[src/ddwm_pkg.sv]
// Purpose: Shared constants for the drive display and warning mask bank
// Assumes: 16-bit register port, 200 MHz core clock
// Notes: Offsets are object indices; byte address is four times the index
package ddwm_pkg;
  localparam int ADDR_W = 16;
  localparam int DATA_W = 16;
  localparam logic [15:0] IDX_DISPLAY_SEL = 16'h3700;
  localparam logic [15:0] IDX_ADDR_SHOW = 16'h3701;
  localparam logic [15:0] IDX_FORCE_FLAG = 16'h3703;
  localparam logic [15:0] IDX_BACKLASH = 16'h3704;
  localparam logic [15:0] IDX_WARN_MASK = 16'h3638;
  localparam logic [15:0] IDX_IRQ_STATUS = 16'h3710;
  localparam logic [15:0] IDX_IRQ_MASK = 16'h3711;
  localparam logic [15:0] IDX_DISP_NOW = 16'h3712;
  localparam logic [15:0] RST_DISPLAY_SEL = 16'h0000;
  localparam logic [15:0] RST_ADDR_SHOW = 16'h0000;
  localparam logic [15:0] RST_FORCE_FLAG = 16'h0001;
  localparam logic [15:0] RST_BACKLASH = 16'h0000;
  localparam logic [15:0] RST_WARN_MASK = 16'h0004;
  localparam logic [15:0] WARN_VALID = 16'h07E4;
  localparam logic [15:0] ADDR_SHOW_MAX = 16'h03E8;
  localparam logic [15:0] BACKLASH_MAX = 16'h0002;
  localparam int WB_LIFE = 2;
  localparam int WB_REGEN = 5;
  localparam int WB_FAN = 6;
  localparam int WB_OVERLOAD = 7;
  localparam int WB_ENC_WARN = 8;
  localparam int WB_VIBRATION = 9;
  localparam int WB_ENC_COMM = 10;
  localparam logic [3:0] SEL_NORMAL = 4'h0;
  localparam logic [3:0] SEL_ANGLE = 4'h2;
  localparam logic [3:0] SEL_BUS_ERR = 4'h3;
  localparam logic [3:0] SEL_NODE = 4'h4;
  localparam logic [3:0] SEL_ENC_ERR = 4'h6;
  localparam logic [3:0] SEL_ZPHASE = 4'h7;
  localparam logic [7:0] SEG_BLANK = 8'hFF;
  localparam logic [15:0] CNT_SAT = 16'hFFFF;
  localparam int IRQ_BUS_ERR = 0;
  localparam int IRQ_ENC_ERR = 1;
  localparam int IRQ_SHOW_DONE = 2;
  localparam int CLK_MHZ = 200;
  localparam int STEP_MS = 100;
  localparam int STEP_CYCLES = STEP_MS * 1000 * CLK_MHZ;
  typedef enum logic [0:0] {
    DDWM_SHOW_ADDR = 1'b0,
    DDWM_SHOW_SEL = 1'b1
  } ddwm_disp_t;
endpackage
[src/ddwm_bank.sv]
// Purpose: Warning mask, panel display select and small drive settings
// Assumes: One-cycle strobes from a core_clk master; index addressing
// Notes: Reserved mask bits read as zero
//
// The address-and-strobe port is this design's own decision.
`timescale 1ns/100ps
module ddwm_bank #(
  parameter int STEP_CNT = ddwm_pkg::STEP_CYCLES
) (
  // Clock and reset
  input wire logic core_clk,
  input wire logic rst_n,
  // Register port
  input wire logic [ddwm_pkg::ADDR_W-1:0] reg_addr,
  input wire logic [ddwm_pkg::DATA_W-1:0] reg_wdata,
  input wire logic reg_wr,
  input wire logic reg_rd,
  output logic [ddwm_pkg::DATA_W-1:0] reg_rdata,
  // Drive status
  input wire logic servo_on,
  input wire logic [7:0] elec_angle,
  input wire logic [7:0] zphase_count,
  input wire logic bus_err_pulse,
  input wire logic enc_err_pulse,
  input wire logic [7:0] node_switch,
  // Raw warnings, bit per mask position
  input wire logic [15:0] warn_raw,
  // Force limit sources
  input wire logic force_lim_incl,
  input wire logic force_lim_excl,
  // Outputs
  output logic [15:0] warn_active,
  output logic force_limit_flag,
  output logic backlash_enable,
  output logic backlash_negative,
  output logic [7:0] panel_digits,
  output logic irq
);
  import ddwm_pkg::*;
  // The step counter is 25 bits wide; a 100 ms step at 200 MHz needs more than 24
  if (STEP_CNT < 1 || STEP_CNT > 2 ** 25) begin : g_step_cnt_check
    $error("STEP_CNT must lie between 1 and 2**25");
  end
  typedef struct packed {
    logic [15:0] disp_sel;
    logic [15:0] show_time;
    logic force_sel;
    logic [1:0] backlash;
    logic [15:0] warn_mask;
    logic [2:0] irq_status;
    logic [2:0] irq_mask;
    logic [24:0] step_cnt;
    logic [15:0] steps;
    ddwm_disp_t disp;
    logic started;
    logic [7:0] sw_meta;
    logic [7:0] sw_mid;
    logic [7:0] sw_last;
    logic [1:0] sw_fill;
    logic [7:0] node_addr;
    logic [15:0] rdata;
    logic [15:0] warn_active;
    logic flag;
    logic bl_en;
    logic bl_neg;
    logic [7:0] digits;
    logic irq;
  } ddwm_state_t;
  ddwm_state_t st;
  ddwm_state_t next_st;
  logic [15:0] bus_cnt;
  logic [15:0] enc_cnt;
  logic bus_err_seen;
  logic enc_err_seen;
  ddwm_err_counter u_bus_cnt (
    .core_clk(core_clk),
    .rst_n(rst_n),
    .err_pulse(bus_err_pulse),
    .count(bus_cnt)
  );
  ddwm_err_counter u_enc_cnt (
    .core_clk(core_clk),
    .rst_n(rst_n),
    .err_pulse(enc_err_pulse),
    .count(enc_cnt)
  );
  assign bus_err_seen = bus_err_pulse;
  assign enc_err_seen = enc_err_pulse;
  // Binary to two BCD digits, values above 99 show low two digits
  function automatic logic [7:0] to_bcd(input logic [7:0] v);
    logic [7:0] tens;
    logic [7:0] ones;
    tens = (v % 8'd100) / 8'd10;
    ones = v % 8'd10;
    return {tens[3:0], ones[3:0]};
  endfunction
  function automatic logic hit(input logic [15:0] a, input logic [15:0] idx);
    return a == idx;
  endfunction
  logic [2:0] events;
  logic show_done;
  logic [7:0] sel_digits;
  always_comb begin
    next_st = st;
    show_done = 1'b0;
    events = 3'b000;
    sel_digits = SEG_BLANK;
    // Rotary switch is a pin: three stages, and only the last two are compared
    next_st.sw_meta = node_switch;
    next_st.sw_mid = st.sw_meta;
    next_st.sw_last = st.sw_mid;
    if (reg_wr) begin
      if (hit(reg_addr, IDX_DISPLAY_SEL)) begin
        next_st.disp_sel = reg_wdata;
      end
      if (hit(reg_addr, IDX_ADDR_SHOW) && reg_wdata <= ADDR_SHOW_MAX) begin
        next_st.show_time = reg_wdata;
      end
      if (hit(reg_addr, IDX_FORCE_FLAG) && reg_wdata[15:1] == 15'h0000) begin
        next_st.force_sel = reg_wdata[0];
      end
      if (hit(reg_addr, IDX_BACKLASH) && reg_wdata <= BACKLASH_MAX) begin
        next_st.backlash = reg_wdata[1:0];
      end
      if (hit(reg_addr, IDX_WARN_MASK)) begin
        next_st.warn_mask = reg_wdata & WARN_VALID;
      end
      if (hit(reg_addr, IDX_IRQ_STATUS)) begin
        next_st.irq_status = st.irq_status & ~reg_wdata[2:0];
      end
      if (hit(reg_addr, IDX_IRQ_MASK)) begin
        next_st.irq_mask = reg_wdata[2:0];
      end
    end
    // Node address caught once the stages have filled and agree; later moves ignored
    if (!st.started) begin
      if (st.sw_fill != 2'd3) begin
        next_st.sw_fill = st.sw_fill + 2'd1;
      end else if (st.sw_mid == st.sw_last) begin
        next_st.started = 1'b1;
        next_st.node_addr = st.sw_last;
      end
    end
    // Address display timer; the divider keeps the step counter narrow
    if (st.disp == DDWM_SHOW_ADDR && st.started) begin
      if (st.steps >= st.show_time) begin
        next_st.disp = DDWM_SHOW_SEL;
        show_done = 1'b1;
      end else if (st.step_cnt == 25'(STEP_CNT - 1)) begin
        next_st.step_cnt = '0;
        next_st.steps = st.steps + 16'h0001;
      end else begin
        next_st.step_cnt = st.step_cnt + 25'h000_0001;
      end
    end
    events[IRQ_BUS_ERR] = bus_err_seen;
    events[IRQ_ENC_ERR] = enc_err_seen;
    events[IRQ_SHOW_DONE] = show_done;
    // Set wins over a clear in the same cycle
    next_st.irq_status = next_st.irq_status | events;
    next_st.irq = |(next_st.irq_status & next_st.irq_mask);
    unique case (st.disp_sel[3:0])
      SEL_NORMAL: sel_digits = servo_on ? 8'h00 : SEG_BLANK;
      SEL_ANGLE: sel_digits = elec_angle;
      SEL_BUS_ERR: sel_digits = bus_cnt[7:0];
      SEL_NODE: sel_digits = to_bcd(st.node_addr);
      SEL_ENC_ERR: sel_digits = enc_cnt[7:0];
      SEL_ZPHASE: sel_digits = zphase_count;
      default: sel_digits = SEG_BLANK;
    endcase
    if (st.disp_sel[15:4] != 12'h000) begin
      sel_digits = SEG_BLANK;
    end
    // Blank until the switch value is caught, so no false address flashes up
    if (!next_st.started) begin
      next_st.digits = SEG_BLANK;
    end else begin
      next_st.digits = (next_st.disp == DDWM_SHOW_ADDR) ? to_bcd(next_st.node_addr) : sel_digits;
    end
    // Mask bit set suppresses detection
    next_st.warn_active = warn_raw & WARN_VALID & ~st.warn_mask;
    next_st.flag = st.force_sel ? force_lim_excl : force_lim_incl;
    next_st.bl_en = st.backlash != 2'd0;
    next_st.bl_neg = st.backlash == 2'd2;
    next_st.rdata = 16'h0000;
    if (reg_rd) begin
      if (hit(reg_addr, IDX_DISPLAY_SEL)) begin
        next_st.rdata = st.disp_sel;
      end else if (hit(reg_addr, IDX_ADDR_SHOW)) begin
        next_st.rdata = st.show_time;
      end else if (hit(reg_addr, IDX_FORCE_FLAG)) begin
        next_st.rdata = {15'h0000, st.force_sel};
      end else if (hit(reg_addr, IDX_BACKLASH)) begin
        next_st.rdata = {14'h0000, st.backlash};
      end else if (hit(reg_addr, IDX_WARN_MASK)) begin
        next_st.rdata = st.warn_mask;
      end else if (hit(reg_addr, IDX_IRQ_STATUS)) begin
        next_st.rdata = {13'h0000, st.irq_status};
      end else if (hit(reg_addr, IDX_IRQ_MASK)) begin
        next_st.rdata = {13'h0000, st.irq_mask};
      end else if (hit(reg_addr, IDX_DISP_NOW)) begin
        next_st.rdata = {7'h00, st.disp, st.digits};
      end
    end
  end
  always_ff @(posedge core_clk or negedge rst_n) begin
    if (!rst_n) begin
      st <= '0;
      st.disp_sel <= RST_DISPLAY_SEL;
      st.show_time <= RST_ADDR_SHOW;
      st.force_sel <= RST_FORCE_FLAG[0];
      st.backlash <= RST_BACKLASH[1:0];
      st.warn_mask <= RST_WARN_MASK;
      st.disp <= DDWM_SHOW_ADDR;
      st.digits <= SEG_BLANK;
    end else begin
      st <= next_st;
    end
  end
  assign reg_rdata = st.rdata;
  assign warn_active = st.warn_active;
  assign force_limit_flag = st.flag;
  assign backlash_enable = st.bl_en;
  assign backlash_negative = st.bl_neg;
  assign panel_digits = st.digits;
  assign irq = st.irq;
endmodule // ddwm_bank

[src/ddwm_err_counter.sv]
// Purpose: Saturating cumulative communications error counter
// Assumes: Error pulses come from core_clk logic
// Notes: Cleared only by reset, i.e. at control power-up
`timescale 1ns/100ps
module ddwm_err_counter (
  // Clock and reset
  input wire logic core_clk,
  input wire logic rst_n,
  // Event
  input wire logic err_pulse,
  // Count
  output logic [15:0] count
);
  import ddwm_pkg::*;
  typedef struct packed {
    logic [15:0] count;
  } ddwm_cnt_state_t;
  ddwm_cnt_state_t st;
  ddwm_cnt_state_t next_st;
  always_comb begin
    next_st = st;
    if (err_pulse && st.count != CNT_SAT) begin
      next_st.count = st.count + 16'h0001;
    end
  end
  always_ff @(posedge core_clk or negedge rst_n) begin
    if (!rst_n) begin
      st <= '0;
    end else begin
      st <= next_st;
    end
  end
  assign count = st.count;
endmodule // ddwm_err_counter

[config.mk]
export PLATFORM = sky130hd
export DESIGN_NAME = ddwm_bank
export DESIGN_NICKNAME = d
export VERILOG_FILES = /design/src/ddwm_pkg.sv /design/src/ddwm_bank.sv /design/src/ddwm_err_counter.sv
export SDC_FILE = /design/constraint.sdc
export NUM_CORES = 1
export LEC_CHECK = 0
export BUFFER_PORTS_ARGS = -buffer_cell sky130_fd_sc_hd__buf_4
export CORE_ASPECT_RATIO = 1.4
export CORE_MARGIN = 5
export CORE_UTILIZATION = 35
export CTS_CLUSTER_SIZE = 20
export DETAILED_ROUTE_END_ITERATION = 8
export GPL_TIMING_DRIVEN = 0
export MAX_ROUTING_LAYER = met4
export PLACE_DENSITY = 0.5
export SLEW_MARGIN = 5
export SYNTH_ARGS = -nofsm -noshare
export SYNTH_HDL_FRONTEND = slang
export SYNTH_SLANG_ARGS = --single-unit
[constraint.sdc]
create_clock -name core_clk -period 6.8 [get_ports core_clk]
set_clock_uncertainty 0.05 [all_clocks]
set_input_delay 0.68 -clock core_clk [delete_from_list [all_inputs] [get_ports core_clk]]
set_output_delay 0.68 -clock core_clk [all_outputs]
set_load 0.02 [all_outputs]
==> impl_metrics.yaml <==
layout:
  nets: 1328
  stdcell_area_sq_um: 13100
  finalNonFillerCells: 1627
  mostFrequentLayoutCells: "dfrtp_1, buf_4, nand2_1"
  area_growth_pct: 17.5
  diodes: 0
  final_common_cell: "dfrtp_1"
  layout-drive-gt1-share_pct: 25.0
detailed_routing:
  antenna_left: 0
  drc: 0
  drt_iter0_markers: 489
  wl_mm: 29.6
  vias: 8507
  via_per_inst: 5.23
  wl_per_cell_um: 18.2
  first_pass_iters: 5
clock_network:
  post_cts_buffers: 0
  cts_hold_buf: 0
  cts_max_level: 4
  cts_sinks: 192
  clk_latency_ns: 0.45
  cts_made_buffers: 17
  cts_buffer_depth: 2
  cts-root-buf: "clkbuf_16"
  cts_resized: 0
  clk_pin_slew_ns: 0.08
  cts_tree: "yes"
run_status:
  outcome: "finished, final reports clean"
timing:
  finalCritPeriodShare_pct: 81.7
  finalHoldViolations: 0
  rsz0062_at_grt: "no"
  max_slew.worst_pin.slew_ns: 1.13
  min_period_ns: 5.55
  whs_ns: 0.171
  slew_headroom_pct: 23.7
  tns_ns: 0
  setup_violations: 0
  final_max_slew_viol_count: 0
  setup_ws_ns: 1.25
  timing.fmax_ghz: 0.180
placement:
  dp_hpwl_mm: 23.1
  placed_cells_incl_taps: 1595
  placed_area_sq_um: 12500
  place_congestion: 0.859
  portBuffers: 104
  pre_cts_slack_ns: 1.29
logic_synthesis:
  synth_top_family_by_area: "simple AND/OR/NAND/NOR gates"
  yosysWarningCount: 0
  synth_seq_cells: 192
  ys.flop_type: "dfrtp_1"
  yosys-top-cells-area: "dfrtp_1, mux2_2, xnor2_1, nand2_1, ha_1"
  yosys.area_share.simple_pct: 17.4
  synth_edf_count: 0
  seq_area_frac_synth_pct: 43.3
  synth_cells: 1086
  synthXorXnorAreaFrac_pct: 6.37
  async_reset_ff_share_pct: 100
  syn_area_per_cell_sq_um: 10.2
  synth_cell_type_count: 103
  synth_fa_ha_area_share_pct: 3.71
  muxShareOfSynthArea_pct: 9.52
  synth_area_sq_um: 11100
  synth_compound_area_share_pct: 13.2
  synth_top_area_cell: "dfrtp_1"
  synth_top_area_share_pct: 41.0
critical_path:
  cp_max_fo: 12
  path_buf_inv: 3
  arrival_ns: 5.88
  crit_path_start_kind: "register"
  cp-end-kind: "register"
  cpLargestDelayFamily: "compound AO/OA/AOI/OAI gates"
  critPathMaxStageDelay_ns: 0.46
  path_cells: "xor2_1 > nor3_2 > and4bb_4 > buf_12 > mux2_4 > inv_1 > ha_1 > nand2b_2 > a31o_1 > a211o_1 > mux2_4 > a211o_1 > and2_4 > buf_6 > o21a_1 > o2bb2ai_1 > a311oi_1 > ha_1 > mux2_1 > a22oi_2"
  required_ns: 7.13
  slowest_stage: "dfrtp_1"
  path_class: "register to register"
pwr:
  power_density_nw_per_um2: 233
  p_leak_nw: 5.80
  ir_drop_uv: 154
floorplanning:
  io_pins: 125
  fp.dieW_um: 161
  dieArea_sq_um: 35500
  num_rows: 77
  die_h_um: 221
  core-area_sq_um: 31500
  initial_utilization_pct: 35.3
global_routing:
  grt_pass1_wl_mm: 48.0
  gr-usage-all-layers_pct: 17.4
  grt_max_degree: 99
  grt_overflow_total: 0
  antenna_found_initial: 1
  grt_pass1_vias: 8686
hold_path:
  min_path_type: "input pin to async pin"
job:
  max_cap_violations: 0
state kept, by name (all words and copies together), names as in the netlist:
signal	flops
u_bus_cnt.count	16
next_st	16
irq	1
u_enc_cnt.count	16
reg_rdata	16
warn_active	7
backlash_negative	1
panel_digits	8
st	109
backlash_enable	1
force_limit_flag	1
metal layers:
metal  up-vias  global-route usage [%]  wire length [um]
li1       4125                       -                 -
met1      4219                    20.1             12200
met2       127                    30.9             15900
met3        36                    2.70               695
met4         0                    5.69               712
met5         -                       -                 0
report_power, final:
part           internal (mW)  leakage [nW]  total (mW)  switching [mW]
clock                  0.528         0.286        1.02           0.489
sequential              1.21          2.52        1.29          0.0766
combinational          0.327          3.00       0.732           0.406
path summary, 6_finish.rpt:
path	from	end	slack (ns)	cells past startpoint
min in group core_clk	node_switch[7]	next_st[69]	0.28	1
max in group asynchronous	rst_n	u_bus_cnt.count[7]	5.57	2
setup reg to reg	st[54]	panel_digits[2]	1.25	20
hold / removal	rst_n	st[92]	0.17	1
hold reg to reg	next_st[63]	next_st[55]	0.30	0
setup / recovery	st[54]	panel_digits[2]	1.25	20
kinds of logic (layout without fill, tap and decap cells):
family                     count (synthesis)  count (layout)
AOI/OAI and AO/OA                        202             202
other                                      1               9
DFF                                      192             192
and+or+nand+nor                          373             373
xor gates and xnor gates                  80              80
buffers and inverters                    119             257
muxes                                     85              85
adders and majority gates                 34              34
through the flow:
stage / utilization [%] / power, mW
final: 41.5 / 3.04
after global routing: 41.5 / 3.21
after CTS: 41.5 / 3.08
after detailed placement: 39.6 / 2.04
after global placement: 39.4 / 2.03
after floorplan: - / 1.82
cells in the mapped netlist, types with 26 or more instances:
library cell	number
nor2_1	68
nand3_1	38
xor2_1	35
ha_1	28
mux2_2	47
inv_1	40
o21ai_0	41
a21oi_1	36
dfrtp_1	182
xnor2_1	44
nand2_1	94
buf_4	43
nor3_1	26
worst register-to-register path, stage by stage, from the launching register on:
cell	delay [ns]
dfrtp_1	0.46
xor2_1	0.23
nor3_2	0.19
and4bb_4	0.34
buf_12	0.17
mux2_4	0.39
inv_1	0.24
ha_1	0.35
nand2b_2	0.17
a31o_1	0.26
a211o_1	0.28
mux2_4	0.30
a211o_1	0.30
and2_4	0.16
buf_6	0.13
o21a_1	0.22
o2bb2ai_1	0.14
a311oi_1	0.35
ha_1	0.32
mux2_1	0.31
a22oi_2	0.13
area by class of cell:
class                           count  area, sq um
Buffer                             78          561
Inverter                           41          154
Clock buffer                       18          439
Timing Repair Buffer              106          823
Clock inverter                     14          149
Multi-Input combinational cell    783         5620
Sequential cell                   192         4820
Tap cell                          395          494
Fill cell                        3048        18400
Note: power is estimated with default switching activity, not from simulation.
